===== config.mk =====
export PLATFORM = sky130hd
export DESIGN_NAME = tmrctl_timer
export DESIGN_NICKNAME = d
export VERILOG_FILES = /design/src/common/tmrctl_pkg.sv /design/src/design/tmrctl_timer.sv
export SDC_FILE = /design/constraint.sdc
export NUM_CORES = 1
export LEC_CHECK = 0
export BUFFER_PORTS_ARGS = -buffer_cell sky130_fd_sc_hd__buf_2
export CELL_PAD_IN_SITES_DETAIL_PLACEMENT = 1
export CELL_PAD_IN_SITES_GLOBAL_PLACEMENT = 2
export CORE_ASPECT_RATIO = 0.7
export CORE_MARGIN = 2
export CORE_UTILIZATION = 35
export DETAILED_ROUTE_END_ITERATION = 12
export PLACE_DENSITY_LB_ADDON = 0.1
export REMOVE_ABC_BUFFERS = 1
export SYNTH_ARGS = -nofsm -noshare
export SYNTH_HDL_FRONTEND = slang
export SYNTH_SLANG_ARGS = --single-unit

===== constraint.sdc =====
create_clock -name clock -period 3.35 [get_ports clock]
set_clock_uncertainty 0.05 [all_clocks]
set_input_delay 0.1675 -clock clock [delete_from_list [all_inputs] [get_ports clock]]
set_output_delay 0.1675 -clock clock [all_outputs]
set_load 0.05 [all_outputs]

===== src/common/tmrctl_pkg.sv =====
// Package for the timer one control block: register layout, reset values and prescale codes.
// Assumes a single 125 MHz clock domain and a plain address/strobe register port.
package tmrctl_pkg;
  localparam int unsigned TMRCTL_ADDR_W = 4;
  localparam logic [3:0] TMRCTL_CONTROL_OFS = 4'h0;
  localparam logic [3:0] TMRCTL_COUNT_LO_OFS = 4'h1;
  localparam logic [3:0] TMRCTL_COUNT_HI_OFS = 4'h2;
  localparam logic [7:0] TMRCTL_CONTROL_RESET = 8'h00;
  localparam logic [15:0] TMRCTL_COUNT_RESET = 16'h0000;
  localparam logic [7:0] TMRCTL_CONTROL_MASK = 8'h3f;
  localparam int unsigned TMRCTL_RUN_BIT = 0;
  localparam int unsigned TMRCTL_SRC_BIT = 1;
  localparam int unsigned TMRCTL_SYNC_BIT = 2;
  localparam int unsigned TMRCTL_OSC_BIT = 3;
  localparam int unsigned TMRCTL_PS_LSB = 4;
  localparam logic [1:0] TMRCTL_PS_DIV1 = 2'h0;
  localparam logic [1:0] TMRCTL_PS_DIV2 = 2'h1;
  localparam logic [1:0] TMRCTL_PS_DIV4 = 2'h2;
  localparam logic [1:0] TMRCTL_PS_DIV8 = 2'h3;
  // Internal instruction clock is the core clock divided by four; the two-bit divider ticks when it reaches this last count
  localparam logic [1:0] TMRCTL_INSTR_DIV_LAST = 2'h3;
endpackage : tmrctl_pkg


===== src/design/tmrctl_timer.sv =====
// Timer one control block: control register, clock source select, prescaler and 16-bit count.
// Assumes a register master on the same clock; the count pin is asynchronous to it.
module tmrctl_timer
  import tmrctl_pkg::*;
(
  input wire logic clock,
  input wire logic sys_rst,
  input wire logic [3:0] regAddr,
  input wire logic [7:0] regWrData,
  input wire logic regWrite,
  input wire logic regRead,
  output logic [7:0] regRdData,
  input wire logic externalCountPin,
  output logic oscPowerOn,
  output logic [15:0] countValue
);

  typedef struct packed {
    logic [7:0] control;
    logic [15:0] count;
    logic [2:0] prescale;
    logic [1:0] instrDiv;
    logic pinMeta;
    logic pinSync;
    // Third pin stage keeps the synchronised path one flop behind the bypass
    logic pinAligned;
    logic pinPrev;
    // Cleared on stop or source change so a stale falling edge cannot arm a new run
    logic armed;
    logic [7:0] rdData;
  } tmrctl_state_type;

  tmrctl_state_type s_q;
  tmrctl_state_type s_d;

  logic [1:0] psSel;
  logic extSel;
  logic pinLevel;
  logic rise;
  logic fall;
  logic srcTick;
  logic psTick;

  assign psSel = s_q.control[TMRCTL_PS_LSB +: 2];
  assign extSel = s_q.control[TMRCTL_SRC_BIT];
  // Bypass taps the second flop, synchronised path the third; the first flop feeds nothing else
  assign pinLevel = s_q.control[TMRCTL_SYNC_BIT] ? s_q.pinSync : s_q.pinAligned;
  assign rise = pinLevel & ~s_q.pinPrev;
  assign fall = ~pinLevel & s_q.pinPrev;

  always_comb begin
    if (extSel) begin
      srcTick = rise & s_q.armed;
    end else begin
      srcTick = (s_q.instrDiv == TMRCTL_INSTR_DIV_LAST);
    end
    case (psSel)
      TMRCTL_PS_DIV1: psTick = srcTick;
      TMRCTL_PS_DIV2: psTick = srcTick & s_q.prescale[0];
      TMRCTL_PS_DIV4: psTick = srcTick & (&s_q.prescale[1:0]);
      TMRCTL_PS_DIV8: psTick = srcTick & (&s_q.prescale);
      default: psTick = 1'b0;
    endcase
  end

  always_comb begin
    s_d = s_q;
    s_d.pinMeta = externalCountPin;
    s_d.pinSync = s_q.pinMeta;
    s_d.pinAligned = s_q.pinSync;
    s_d.pinPrev = pinLevel;
    s_d.instrDiv = s_q.instrDiv + 2'h1;
    if (s_q.control[TMRCTL_RUN_BIT]) begin
      if (srcTick) begin
        s_d.prescale = s_q.prescale + 3'h1;
      end
      if (psTick) begin
        s_d.count = s_q.count + 16'h0001;
      end
      if (extSel && fall) begin
        s_d.armed = 1'b1;
      end
    end else begin
      s_d.armed = 1'b0;
    end
    if (regWrite) begin
      case (regAddr)
        TMRCTL_CONTROL_OFS: begin
          s_d.control = regWrData & TMRCTL_CONTROL_MASK;
          // Changing source or stopping re-arms the falling-edge wait
          if (!regWrData[TMRCTL_RUN_BIT] || (regWrData[TMRCTL_SRC_BIT] != extSel)) begin
            s_d.armed = 1'b0;
          end
          s_d.prescale = 3'h0;
        end
        TMRCTL_COUNT_LO_OFS: s_d.count[7:0] = regWrData;
        TMRCTL_COUNT_HI_OFS: s_d.count[15:8] = regWrData;
        default: ;
      endcase
    end
    s_d.rdData = 8'h00;
    if (regRead) begin
      case (regAddr)
        TMRCTL_CONTROL_OFS: s_d.rdData = s_q.control;
        TMRCTL_COUNT_LO_OFS: s_d.rdData = s_q.count[7:0];
        TMRCTL_COUNT_HI_OFS: s_d.rdData = s_q.count[15:8];
        default: s_d.rdData = 8'h00;
      endcase
    end
  end

  // Pin flops clear low with the rest, matching the idle pin so no false edge follows reset
  always_ff @(posedge clock) begin
    if (sys_rst) begin
      s_q <= '0;
      s_q.control <= TMRCTL_CONTROL_RESET;
      s_q.count <= TMRCTL_COUNT_RESET;
    end else begin
      s_q <= s_d;
    end
  end

  assign regRdData = s_q.rdData;
  assign oscPowerOn = s_q.control[TMRCTL_OSC_BIT];
  assign countValue = s_q.count;

  // Count path
  stop_holds_a: assert property (@(posedge clock) disable iff (sys_rst)
    (!s_q.control[TMRCTL_RUN_BIT] && !regWrite) |=> $stable(s_q.count))
    else $error("count moved while stopped");
  wrap_step_a: assert property (@(posedge clock) disable iff (sys_rst)
    (psTick && s_q.control[TMRCTL_RUN_BIT] && !regWrite) |=> s_q.count == $past(s_q.count) + 16'h0001)
    else $error("count did not step by one");
  tick_only_a: assert property (@(posedge clock) disable iff (sys_rst)
    (s_q.control[TMRCTL_RUN_BIT] && !psTick && !regWrite) |=> $stable(s_q.count))
    else $error("count moved without a tick");
  lo_write_a: assert property (@(posedge clock) disable iff (sys_rst)
    (regWrite && regAddr == TMRCTL_COUNT_LO_OFS) |=> s_q.count[7:0] == $past(regWrData))
    else $error("count low byte write lost");
  hi_write_a: assert property (@(posedge clock) disable iff (sys_rst)
    (regWrite && regAddr == TMRCTL_COUNT_HI_OFS) |=> s_q.count[15:8] == $past(regWrData))
    else $error("count high byte write lost");

  // Clock source selection
  internal_rate_a: assert property (@(posedge clock) disable iff (sys_rst)
    (!extSel && srcTick) |=> !srcTick[*3])
    else $error("internal tick faster than quarter rate");
  quarter_rate_a: assert property (@(posedge clock) disable iff (sys_rst)
    (!extSel && srcTick) |-> ##4 (extSel || srcTick))
    else $error("internal tick slower than quarter rate");
  internal_pin_a: assert property (@(posedge clock) disable iff (sys_rst)
    (!extSel && s_q.instrDiv != TMRCTL_INSTR_DIV_LAST) |-> !srcTick)
    else $error("internal source took a pin tick");
  ext_edge_a: assert property (@(posedge clock) disable iff (sys_rst)
    (extSel && srcTick) |-> (pinLevel && !s_q.pinPrev))
    else $error("external tick without rising edge");
  unarmed_hold_a: assert property (@(posedge clock) disable iff (sys_rst)
    (extSel && !s_q.armed) |-> !srcTick)
    else $error("external tick before falling edge");
  stop_disarm_a: assert property (@(posedge clock) disable iff (sys_rst)
    !s_q.control[TMRCTL_RUN_BIT] |=> !s_q.armed)
    else $error("wait not re-armed while stopped");
  arm_on_fall_a: assert property (@(posedge clock) disable iff (sys_rst)
    (extSel && s_q.control[TMRCTL_RUN_BIT] && fall && !regWrite) |=> s_q.armed)
    else $error("falling edge did not arm");
  sync_path_a: assert property (@(posedge clock) disable iff (sys_rst)
    !s_q.control[TMRCTL_SYNC_BIT] |-> pinLevel == s_q.pinAligned)
    else $error("sync path not selected");
  bypass_path_a: assert property (@(posedge clock) disable iff (sys_rst)
    s_q.control[TMRCTL_SYNC_BIT] |-> pinLevel == s_q.pinSync)
    else $error("bypass path not selected");

  // Prescaler
  div_one_a: assert property (@(posedge clock) disable iff (sys_rst)
    (psSel == TMRCTL_PS_DIV1) |-> psTick == srcTick)
    else $error("divide by one lost a tick");
  div_two_a: assert property (@(posedge clock) disable iff (sys_rst)
    (psSel == TMRCTL_PS_DIV2 && psTick) |-> s_q.prescale[0])
    else $error("divide by two wrong phase");
  div_four_a: assert property (@(posedge clock) disable iff (sys_rst)
    (psSel == TMRCTL_PS_DIV4 && psTick) |-> s_q.prescale[1:0] == 2'h3)
    else $error("divide by four wrong phase");
  div_eight_a: assert property (@(posedge clock) disable iff (sys_rst)
    (psSel == TMRCTL_PS_DIV8 && psTick) |-> s_q.prescale == 3'h7)
    else $error("divide by eight wrong phase");
  ps_restart_a: assert property (@(posedge clock) disable iff (sys_rst)
    (regWrite && regAddr == TMRCTL_CONTROL_OFS) |=> s_q.prescale == 3'h0)
    else $error("control write kept prescaler phase");

  // Register port
  osc_follow_a: assert property (@(posedge clock) disable iff (sys_rst)
    (regWrite && regAddr == TMRCTL_CONTROL_OFS) |=> oscPowerOn == $past(regWrData[TMRCTL_OSC_BIT]))
    else $error("oscillator enable not followed");
  ctrl_write_a: assert property (@(posedge clock) disable iff (sys_rst)
    (regWrite && regAddr == TMRCTL_CONTROL_OFS) |=> s_q.control == ($past(regWrData) & TMRCTL_CONTROL_MASK))
    else $error("control write lost");
  top_bits_a: assert property (@(posedge clock) disable iff (sys_rst)
    s_q.control[7:6] == 2'h0)
    else $error("unused control bits set");
  rd_ctrl_a: assert property (@(posedge clock) disable iff (sys_rst)
    (regRead && regAddr == TMRCTL_CONTROL_OFS) |=> regRdData == $past(s_q.control))
    else $error("control read wrong");
  rd_count_a: assert property (@(posedge clock) disable iff (sys_rst)
    (regRead && regAddr == TMRCTL_COUNT_LO_OFS) |=> regRdData == $past(s_q.count[7:0]))
    else $error("count low read wrong");
  rd_idle_a: assert property (@(posedge clock) disable iff (sys_rst)
    !regRead |=> regRdData == 8'h00)
    else $error("read data not cleared");

endmodule : tmrctl_timer


# Word level (Yosys, flattened, before mapping)
# Index checks and enable logic that the tools add are counted.
# W data, S select, Z words.
totals:
  ff_bits: 40
  word_cells: 54
  in_bits: 17
classes:
  bitwise: 9
  n_eq_ne: 7
  add_sub_neg: 3
  muxes: 16
  reduce_logical: 9
op_table:
  columns: ["op", "n"]
  rows:
  - ["$mux W19", 2]
  - ["$pmux W8 S3", 1]
  - ["$add A16 B1 Y16 const B", 1]
  - ["$mux W16", 1]
  - ["$mux W8", 2]
  - ["$mux W1", 7]
  - ["$and A1 B1 Y1", 6]
  - ["$eq A2 B2 Y1 const B", 3]
  - ["$mux W3", 2]
  - ["$eq A4 B1 Y1 const B", 1]
  - ["$eq A4 B2 Y1 const B", 1]
  - ["$logic_not A4 Y1", 1]
  - ["$pmux W1 S4", 1]
  - ["$reduce_and A2 Y1", 2]
  - ["$add A3 B1 Y3 const B", 1]
  - ["$not A1 Y1", 3]
  - ["$reduce_and A3 Y1", 1]
  - ["$add A2 B1 Y2 const B", 1]
  - ["$eq A2 B1 Y1 const B", 1]
  - ["$logic_not A2 Y1", 1]
  - ["$reduce_or A2 Y1", 1]
  - ["$logic_and A1 B1 Y1", 1]
  - ["$logic_not A1 Y1", 1]
  - ["$logic_or A1 B1 Y1", 1]
  - ["$ne A1 B1 Y1", 1]

# Longest topological paths before layout
# Gate-level depths: netlist of run 1.
logic_depth:
  depth_word: 10
  depth_mapped: 7
  depth_no_buf: 7

# Worst setup path after synthesis of run 1
# Ideal clock, no wire load.
synth_timing:
  path_type: "reg-to-reg"
  from: "register s_q[15] (netlist name)"
  to: "register s_q, in the netlist countValue[15]"
  arrival_time_ps: 1958
  setup_slack_ps: 1251
  path_stages_with_launch: 8
  path_buffers: 0
  setup_ps: 91
  required_time_ps: 3209
  cell_sequence: "dfxtp_1 > ha_1 > ha_1 > mux2i_1 > a211oi_1 > nand3_1 > or3_1 > a311oi_1"
synth_via:
  elab_chain_cells: 7
  word_cells_on_any_way: 10
synth_rtl:
  columns: ["item", "line", "rtl"]
  rows:
  - ["start: declaration", "tmrctl_timer.sv:33", "tmrctl_state_type s_q;"]
  - ["$reduce_and A3 Y1 / $reduce_and A2 Y1 (equally long branches)", "tmrctl_timer.sv:61, tmrctl_timer.sv:60", null]
  - ["$and A1 B1 Y1 (on tied branches)", "tmrctl_timer.sv:61, tmrctl_timer.sv:60", null]
  - ["$pmux W1 S4 (*)", "tmrctl_timer.sv:57", "case (psSel)"]
  - ["$mux W16 (*)", "tmrctl_timer.sv:77", "if (psTick) begin"]
  - ["$mux W19 (*)", "tmrctl_timer.sv:73", "if (s_q.control[TMRCTL_RUN_BIT]) begin"]
  - ["$mux W8", "tmrctl_timer.sv:87", "case (regAddr)"]
  - ["$mux W19 (*)", "tmrctl_timer.sv:86", "if (regWrite) begin"]
# Every way passes the cells marked *; elsewhere a longest branch is shown, timed or not.
# A chain may end at the register's enable or synchronous reset.

# Worst setup path in the final report of run 1
# Same ends and word-level chain as after synthesis.

==> results of run 1 <==
[logic make-up after synthesis]
kind of cell	after synthesis	share of synthesized area
AO/OA/AOI/OAI	34	0.125
XOR/XNOR	13	0.0556
adder cells (fa/ha/maj)	4	0.0244
buffers and inverters	36	0.110
flip-flops	40	0.391
multiplexers	16	0.0781
AND/OR/NAND/NOR	89	0.216
[power groups by stage]
stage                     sequential, mW  combinational [mW]  clock [mW]
final                              0.493              0.0709       0.397
after global routing               0.495              0.0784       0.425
after CTS                          0.493              0.0722       0.410
after detailed placement           0.505              0.0719           0
after global placement             0.505              0.0717           0
after floorplan                    0.517              0.0229           0
[cell type report]
| cell class | instances | area (um^2) | area share |
|---|---|---|---|
| Multi-Input combinational cell | 156 | 1020 | 0.455 |
| Inverter | 2 | 7.51 | 0.00334 |
| Sequential cell | 40 | 801 | 0.357 |
| Clock buffer | 6 | 72.6 | 0.0323 |
| Clock inverter | 2 | 35.0 | 0.0156 |
| Timing Repair Buffer | 42 | 213 | 0.0948 |
| Tap cell | 75 | 93.8 | 0.0418 |
[sequential cells by signal (all words and copies together) (netlist names)]
name	count
countValue	16
s_q	10
regRdData	8
psSel	2
s_d	2
extSel	1
oscPowerOn	1
[critical path, cell delays in order, from the launching register on]
cell      delay (ns)
dfxtp_1         0.38
ha_1            0.21
ha_1            0.15
mux2i_1         0.11
a211oi_1        0.63
nand3_1         0.25
or3_1           0.40
a311oi_1        0.26
[routing by layer]
layer  global-route usage  wire [um]  up-vias
li1                     -          -      823
met1                0.252       2730      804
met2                0.254       2150       23
met3               0.0396        159        4
met4               0.0429         51        0
met5                    0          0        -
[how the worst max path moves through the flow]
stage	cells after the start	startpoint	end
2_1_floorplan	5	s_q[36]	countValue[15]
3_3_place_gp	7	s_q[15]	countValue[15]
3_5_place_dp	7	s_q[15]	countValue[15]
4_1_cts	7	s_q[15]	countValue[15]
5_1_grt	7	s_q[15]	countValue[15]
6_report	7	s_q[15]	countValue[15]
[synth_stat cells (all sizes together)]
cell | count | area (um^2)
dfxtp | 40 | 801
nor2 | 39 | 146
buf | 25 | 185
mux2i | 16 | 160
a211oi | 12 | 95.1
nand2 | 11 | 41.3
xor2 | 11 | 96.3
clkbuf | 9 | 33.8
nand3 | 8 | 45.0
a21oi | 7 | 35.0
nand4 | 6 | 37.5
nor2b | 6 | 37.5
a311oi | 5 | 43.8
o21ai | 5 | 25.0
and3 | 4 | 25.0
ha | 4 | 50.1
nor3 | 4 | 25.0
or3 | 4 | 25.0
a22oi | 2 | 15.0
inv | 2 | 7.51
nand4b | 2 | 17.5
xnor2 | 2 | 17.5
a2111oi | 1 | 8.76
a31oi | 1 | 6.26
and2 | 1 | 6.26
and4 | 1 | 8.76
nand2b | 1 | 6.26
nand3b | 1 | 7.51
nor3b | 1 | 12.5
o41ai | 1 | 27.5
[placed cells by master (no fill, tap or decap), types with 2 or more instances in the layout]
master    instances
inv_1             2
xor2_1           11
nand2_1          11
nand3_1           7
buf_2            41
o21ai_0           5
a211oi_1         11
a21oi_1           7
nand4b_1          2
nor2b_1           6
a22oi_1           2
nand4_1           6
xnor2_1           2
nor3_1            3
and3_1            4
dfxtp_1          40
ha_1              4
a311oi_1          5
clkbuf_8          5
nor2_1           39
mux2i_1          16
or3_1             4
[through the flow]
step           power [mW]  utilization  worst slack (ns)  hold slack, ns  std cells
2_1_floorplan       0.540            -              1.23           0.184        198
3_3_place_gp        0.576        0.375             0.963           0.329        315
3_5_place_dp        0.577        0.375             0.842           0.335        315
4_1_cts             0.975        0.394             0.810          0.0270        323
5_1_grt             0.999        0.394             0.582          0.0684        323
6_report            0.962        0.394             0.834          0.0340        323
==> impl_metrics.py, run 1 <==
metrics = {
    "power_and_ir_drop": {
        "power.net_switching_uw": 233,
        "seq_power_share": 0.513,
        "power.leakage_nw": 0.894,
        "switching_share": 0.243,
        "p_int_uw": 728,
        "power_density_mw_per_mm2": 428,
        "combPwrFrac": 0.074,
        "ir_drop_mv": 0.153,
        "pwr-share-clk": 0.413,
    },
    "hold_path": {
        "min_path_cells": 2,
        "hold_start": "externalCountPin",
        "whs_endpoint": "s_d[11]",
        "min_path_type": "primary input to flip-flop",
    },
    "synth": {
        "syn_area_mm2": 0.00205,
        "synth-seq-cells": 40,
        "synth_cells": 232,
        "synth_area_per_cell_um2": 8.83,
        "ys.warnings.count": 0,
        "synth_cell_types": 34,
        "yosysSeqAreaShare": 0.391,
    },
    "cts": {
        "holdBufCountCts": 0,
        "cts-resized-gates": 0,
        "path_clk_slew_ns": 0.08,
        "cts-buffers-inserted": 5,
        "cts.sinks": 40,
        "htreeDepth": 2,
        "cts_tree": "done",
        "clk_latency_ns": 0.29,
        "clockRootBuffer": "clkbuf_8",
        "clock_path_buffers": 2,
        "post_cts_buffers": 0,
    },
    "critical_path": {
        "critical_path_peak_fanout": 5,
        "cp-start-kind": "flip-flop",
        "r2r_start": "s_q[15]",
        "r2r_cells": 7,
        "critPathRequiredTime_ns": 3.51,
        "r2r_end": "countValue[15]",
        "critical_path_class": "flip-flop to flip-flop",
        "endpoint_kind": "flip-flop",
        "r2r_setup_slack_ns": 0.83,
        "worstPathArrival_ns": 2.67,
    },
    "cells_and_area": {
        "fin_area_mm2": 0.00224,
        "finalNetCount": 268,
        "area_delta_synth_final_pct": 9.52,
        "final_layout_size_suffix_gt1_frac": 0.218,
        "fillers": 694,
        "diodes": 0,
    },
    "timing": {
        "maxSlewViolCount": 0,
        "worstMarginPinSlew_ns": 1.03,
        "setup_viol": 0,
        "setup_tns_ns": 0,
        "relSlewSlack": 0.312,
        "hold_viol_final": 0,
        "max_freq_ghz": 0.397,
        "period_needed_ns": 2.52,
        "rsz0062_at_grt": "no",
        "fin_crit_sh": 0.751,
    },
    "global_route": {
        "grt_max_degree": 35,
        "antenna_found_initial": 0,
        "grt_pass1_vias": 1602,
        "grtUsageTotal": 0.172,
        "grt_overflow": 0,
        "grt_first_pass_wirelength_mm": 8.41,
    },
    "placed_design": {
        "portBuffers": 41,
        "dpl.hpwl_mm": 3.78,
        "gp_congestion": 0.725,
        "placed_area_mm2": 0.00214,
    },
    "detailed_routing": {
        "routed_wl_mm": 5.08,
        "first_pass_iters": 4,
        "drt_iter0_markers": 30,
        "wl_per_cell_um": 15.7,
        "avgViaCountPerCell": 5.12,
        "vias": 1654,
        "post-route-drc-count": 0,
        "ant_nets": 0,
    },
    "run": {
        "drv_cap": 0,
    },
    "floorplan": {
        "rows": 23,
        "initial_utilization": 0.360,
        "chipWidth_um": 95.5,
        "ioPinCount": 42,
        "design.core.area_mm2": 0.00570,
        "die_area_mm2": 0.00649,
        "die_h_um": 68.0,
    },
    "outcome": {
        "status": "completed",
    },
}
(Power assumes the default switching activity.)
==> run 2, diff against run 1 <==
- CORE_UTILIZATION: 35 -> 32
- clock period: 3.35 -> 2.51 ns (I/O delays scaled with it)
==> run 2 against run 1 <==
Net effect:
- non-clock buffer count grew 9
- setup slack got worse by 0.48 ns
- design area up 3.9%
- clock-buffer cell count unchanged
- routed wire length grew 7.4%
- final cell count up 3.7%
- worst hold slack worse by 0.014 ns
- die area grew 8.9%
- flip-flop and latch count stayed put
- sequential share of layout area is 1.3 points lower
- largest cell class unchanged
==> impl_metrics.py, run 2 (synthesis results as in run 1) <==
metrics = {
    "floorplan": {
        "ioPinCount": 42,
        "design.core.area_mm2": 0.00622,
        "die_area_mm2": 0.00707,
        "chipWidth_um": 99.7,
        "rows": 24,
        "die_h_um": 71.0,
        "initial_utilization": 0.330,
    },
    "cts": {
        "htreeDepth": 2,
        "cts-resized-gates": 0,
        "cts_tree": "done",
        "path_clk_slew_ns": 0.08,
        "clock_path_buffers": 2,
        "cts.sinks": 40,
        "clockRootBuffer": "clkbuf_8",
        "clk_latency_ns": 0.29,
        "cts-buffers-inserted": 5,
    },
    "critical_path": {
        "critPathTopFamily": "compound AO/OA/AOI/OAI gates",
        "crit_top_cell": "ha_1",
        "endpoint_kind": "flip-flop",
        "worstPathArrival_ns": 2.31,
        "slowest_delay_ns": 0.38,
        "critical_path_peak_fanout": 4,
        "cp-start-kind": "flip-flop",
        "slowest_stage": "or3_1",
        "worst-path-buf-inv": 0,
        "critPathRequiredTime_ns": 2.67,
        "crit_path_cell_trace": "ha_1 -> ha_1 -> mux2i_1 -> a211oi_1 -> nand3_1 -> or3_1 -> a311oi_1",
        "critical_path_class": "flip-flop to flip-flop",
    },
    "detailed_routing": {
        "routed_wl_mm": 5.46,
        "avgViaCountPerCell": 4.97,
        "drt_iter0_markers": 51,
        "first_pass_iters": 4,
        "wl_per_cell_um": 16.3,
        "ant_nets": 0,
        "post-route-drc-count": 0,
        "vias": 1665,
    },
    "placed_design": {
        "portBuffers": 41,
        "dpl.hpwl_mm": 4.17,
        "gp_congestion": 0.723,
        "placed_area_mm2": 0.00220,
    },
    "power_and_ir_drop": {
        "combPwrFrac": 0.077,
        "seq_power_share": 0.498,
        "power.leakage_nw": 0.945,
        "power_density_mw_per_mm2": 566,
        "power.total_mw": 1.32,
        "ir_drop_mv": 0.187,
        "switching_share": 0.239,
        "power.net_switching_uw": 315,
        "p_int_mw": 1.01,
        "pwr-share-clk": 0.425,
    },
    "hold_path": {
        "min_path_type": "primary input to flip-flop",
    },
    "timing": {
        "hold_viol_final": 0,
        "max_freq_ghz": 0.464,
        "finalHoldWorstSlack_ns": 0.0200,
        "rsz0062_at_grt": "no",
        "period_needed_ns": 2.15,
        "setup_tns_ns": 0,
        "setup_viol": 0,
        "fin_crit_sh": 0.858,
        "maxSlewViolCount": 0,
        "worstMarginPinSlew_ns": 0.633,
        "relSlewSlack": 0.577,
    },
    "global_route": {
        "use_met3": 0.0395,
        "antenna_found_initial": 0,
        "grt_pass1_vias": 1705,
        "grt_busiest_layer": "met1",
        "use_met2": 0.238,
        "grtUsageTotal": 0.167,
        "grt_first_pass_wirelength_mm": 9.05,
        "grt_overflow": 0,
        "grt_max_degree": 19,
        "met1_usage": 0.253,
    },
    "cells_and_area": {
        "diodes": 0,
        "layout_commonest_cell": "buf_2",
        "finalNetCount": 277,
        "largest_reg_flops": 16,
        "fillers": 762,
        "fin_area_mm2": 0.00233,
        "area_delta_synth_final_pct": 13.8,
        "seq_area_um2": 801,
        "layout_common_cells": "buf_2 (41), dfxtp_1 (40), nor2_1 (39), mux2i_1 (16)",
        "final_layout_size_suffix_gt1_frac": 0.245,
        "multi_input_area_mm2": 0.00102,
    },
    "run": {
        "drv_cap": 0,
    },
    "outcome": {
        "status": "completed",
    },
}
-- run 2: what timing repair did --
| item | in CTS | in global routing |
|---|---|---|
| endpoints found under the hold margin | 1 | 0 |
| buffers inserted | 0 | 0 |
| hold buffers | 1 | 0 |
-- run 2: area by class of cell --
cell class                 instances  share of cell area
inverter                           2             0.00322
clock inverter                     2              0.0166
tap                               78              0.0418
sequential                        40               0.343
timing repair buffer              51               0.121
multi-input combinational        156               0.438
clock buffer                       6              0.0354
-- run 2: path summary, 6_finish.rpt --
kind	depth (start not counted)	endpoint	start	slack, ns
hold / removal	3	countValue[12]	regWrData[4]	0.02
hold reg to reg	1	s_q[13]	s_q[13]	0.39
setup / recovery	7	countValue[15]	s_q[15]	0.36
setup reg to reg	7	countValue[15]	s_q[15]	0.36
-- run 2: worst reg2reg max path, stage by stage (launching register included) --
cell and delay (ns):
dfxtp_1 0.37, ha_1 0.21, ha_1 0.16, mux2i_1 0.12
a211oi_1 0.35, nand3_1 0.19, or3_1 0.38, a311oi_1 0.25
-- run 2: power by group through the flow --
stage               combinational [mW]  sequential (mW)  clock [mW]
floorplan                       0.0306            0.690           0
global placement                 0.101            0.673           0
detailed placement               0.101            0.673           0
CTS                              0.103            0.658       0.578
global route                     0.111            0.661       0.614
finish                           0.101            0.658       0.561
-- run 2: metal layers --
layer,share of wire,vias up
met5,0,-
met4,0.0095,0
met3,0.039,4
met2,0.40,33
met1,0.56,789
li1,-,839
-- run 2: through the flow --
stage / instances / setup WS (ns) / utilization
after global placement: 326 / 0.406 / 0.354
after CTS: 335 / 0.322 / 0.375
after floorplan: 198 / 0.393 / -
after global routing: 335 / 0.147 / 0.375
final: 335 / 0.355 / 0.375
after detailed placement: 326 / 0.345 / 0.354
==> run 3, diff against run 2 <==
- ABC_AREA: unset -> 1
- CORE_UTILIZATION: 32 -> 30
==> run 3 against run 2 <==
Net effect:
- synthesized cell count up 51%
- clock power down 16%
- sequential share of layout area down 3.0 points
- critical path type unchanged
- largest power group unchanged
- highest routed layer unchanged
==> impl_metrics.py, run 3 <==
metrics = {
    "cts": {
        "clock_path_buffers": 2,
        "clockRootBuffer": "clkbuf_8",
        "clk_latency_ns": 0.30,
        "htreeDepth": 2,
        "cts.sinks": 40,
        "cts-buffers-inserted": 5,
        "path_clk_slew_ns": 0.09,
        "cts_tree": "done",
    },
    "floorplan": {
        "die_area_mm2": 0.00848,
        "initial_utilization": 0.313,
        "design.core.area_mm2": 0.00742,
        "chipWidth_um": 109,
        "die_h_um": 77.6,
        "rows": 26,
        "ioPinCount": 42,
    },
    "power_and_ir_drop": {
        "ir_drop_mv": 0.178,
        "power.total_mw": 1.26,
        "power.leakage_nw": 1.27,
        "power_density_mw_per_mm2": 491,
    },
    "global_route": {
        "grtUsageTotal": 0.175,
        "grt_max_degree": 18,
        "grt_pass1_vias": 2102,
        "antenna_found_initial": 0,
        "grt_overflow": 0,
        "grt_first_pass_wirelength_mm": 11.4,
    },
    "critical_path": {
        "cp-start-kind": "flip-flop",
        "endpoint_kind": "flip-flop",
        "critical_path.startpoint": "s_q[15]",
        "crit_path_cell_trace": "ha_1 -> ha_1 -> nand3_1 -> nand3_2 -> nand3_2 -> clkinv_2 -> nand2_1 -> or2_0 -> a21oi_1",
        "r2r_cells": 9,
        "r2r_end": "countValue[6]",
        "worstPathArrival_ns": 2.18,
        "critPathRequiredTime_ns": 2.68,
        "r2r_setup_slack_ns": 0.50,
        "critical_path_class": "flip-flop to flip-flop",
        "critPathCapture": "countValue[6]",
        "slowest_stage": "dfxtp_1",
        "slowest_delay_ns": 0.37,
        "critical_path_peak_fanout": 11,
        "r2r_start": "s_q[15]",
    },
    "detailed_routing": {
        "vias": 2170,
        "first_pass_iters": 4,
        "post-route-drc-count": 0,
        "routed_wl_mm": 6.90,
        "ant_nets": 0,
        "avgViaCountPerCell": 4.63,
        "wl_per_cell_um": 14.7,
        "drt_iter0_markers": 90,
    },
    "timing": {
        "period_needed_ns": 2.01,
        "fin_crit_sh": 0.802,
        "relSlewSlack": 0.618,
        "finalWorstSetupSlack_ns": 0.498,
        "worstMarginPinSlew_ns": 0.571,
        "rsz0062_at_grt": "no",
        "setup_viol": 0,
        "hold_viol_final": 0,
        "max_freq_ghz": 0.497,
        "maxSlewViolCount": 0,
        "setup_tns_ns": 0,
    },
    "cells_and_area": {
        "area_delta_synth_final_pct": 10.1,
        "fillers": 987,
        "fin_area_mm2": 0.00256,
        "final_layout_size_suffix_gt1_frac": 0.191,
        "seq_area_um2": 801,
        "diodes": 0,
        "finalNetCount": 391,
        "layout_common_cells": "nand2_1 (76), inv_1 (61), buf_2 (41), dfxtp_1 (40), nand3_1 (26)",
        "largest_reg_flops": 16,
        "layout_commonest_cell": "nand2_1",
        "fin_util": 0.345,
        "multi_input_area_mm2": 0.00107,
    },
    "synth": {
        "synth_cell_types": 31,
        "yosys_most_used_dff": "dfxtp_1",
        "yosysMostFrequentCell": "nand2_1",
        "synth_area_per_cell_um2": 6.64,
        "synth.top_cells.by_area": "dfxtp_1 (34%), nand2_1 (12%), inv_1 (9.9%)",
        "yosysSeqAreaShare": 0.345,
        "syn_area_mm2": 0.00232,
        "synth_commonest_cells": "nand2_1 (76), inv_1 (61), dfxtp_1 (40)",
        "synth_cells": 350,
        "synth-async-reset-ratio": 0,
        "synth_largest_area_cell": "dfxtp_1",
        "ys.warnings.count": 0,
        "synth_edf_count": 0,
        "yosys.area.top_type_share": 0.345,
        "synth-seq-cells": 40,
    },
    "placed_design": {
        "dpl.hpwl_mm": 5.43,
        "portBuffers": 41,
        "placed_area_mm2": 0.00245,
        "pre_cts_slack_ns": 0.527,
        "gp_congestion": 0.890,
    },
    "run": {
        "drv_cap": 0,
    },
    "hold_path": {
        "min_path_type": "primary input to flip-flop",
    },
    "outcome": {
        "status": "completed",
    },
}
## run 3: cell count changes after synthesis, sizes merged, moves of 6 or more
cell	change
nand2	+68
inv	+61
o21ai	+24
nand3	+21
mux2i	-16
a211oi	-12
xor2	-11
a21oi	+9
nor2	-8
nor2b	-6
## run 3: where the power goes
part	leakage [nW]	internal (mW)	switching [mW]
sequential	0.324	0.648	0.0133
combinational	0.901	0.0368	0.0854
clock	0.0434	0.223	0.251
total	1.27	0.907	0.349
## run 3: how the worst min path moves through the flow
stage / from / to / depth (start not counted)
4_1_cts: sys_rst / s_q[13] / 2
3_3_place_gp: externalCountPin / s_d[11] / 3
6_report: sys_rst / s_q[13] / 2
2_1_floorplan: sys_rst / s_q[13] / 1
3_5_place_dp: externalCountPin / s_d[11] / 3
5_1_grt: sys_rst / s_q[13] / 2
## run 3: cell families (layout without fill, tap and decap cells)
family	count (synthesis)	count (layout)	share of synthesized area
AO/OA/AOI/OAI	57	57	0.138
adder cells (fa/ha/maj)	4	4	0.0215
buffers and inverters	95	116	0.197
AND/OR/NAND/NOR	154	154	0.299
flip-flops	40	40	0.345
## run 3: metrics by stage
stage	hold slack, ns	std cells
floorplan	0.142	319
global placement	0.275	460
detailed placement	0.286	460
CTS	0.0280	469
global route	0.0523	469
finish	0.0407	469
## run 3: critical path, delay by kind of cell (launching register included)
kind                       cells  cell delay (ns)
AOI/OAI and AO/OA              1             0.14
adders and majority gates      2             0.34
buffers and inverters          1             0.19
DFF                            1             0.37
and+or+nand+nor                5             0.85
## run 3: layout make-up
| type | instances | share of cell area |
|---|---|---|
| inverter | 64 | 0.0944 |
| clock buffer | 6 | 0.0323 |
| multi-input combinational | 215 | 0.417 |
| sequential | 40 | 0.313 |
| tap | 98 | 0.0479 |
| clock inverter | 2 | 0.00587 |
| timing repair buffer | 44 | 0.0900 |
## run 3: per-layer routing
| metal | GRT usage | up-vias | wire (um) |
|---|---|---|---|
| met5 | 0 | - | 0 |
| met4 | 0.0392 | 0 | 25 |
| met3 | 0.0345 | 2 | 428 |
| met2 | 0.255 | 49 | 2750 |
| met1 | 0.262 | 996 | 3700 |
| li1 | - | 1123 | - |
## run 3: repair_timing
item | 4_1_cts | 5_1_grt
gates resized for setup | 0 | 0
buffers inserted | 0 | 0
hold endpoints to repair | 1 | 0
hold buffers | 1 | 0
setup endpoints to repair | 0 | 0
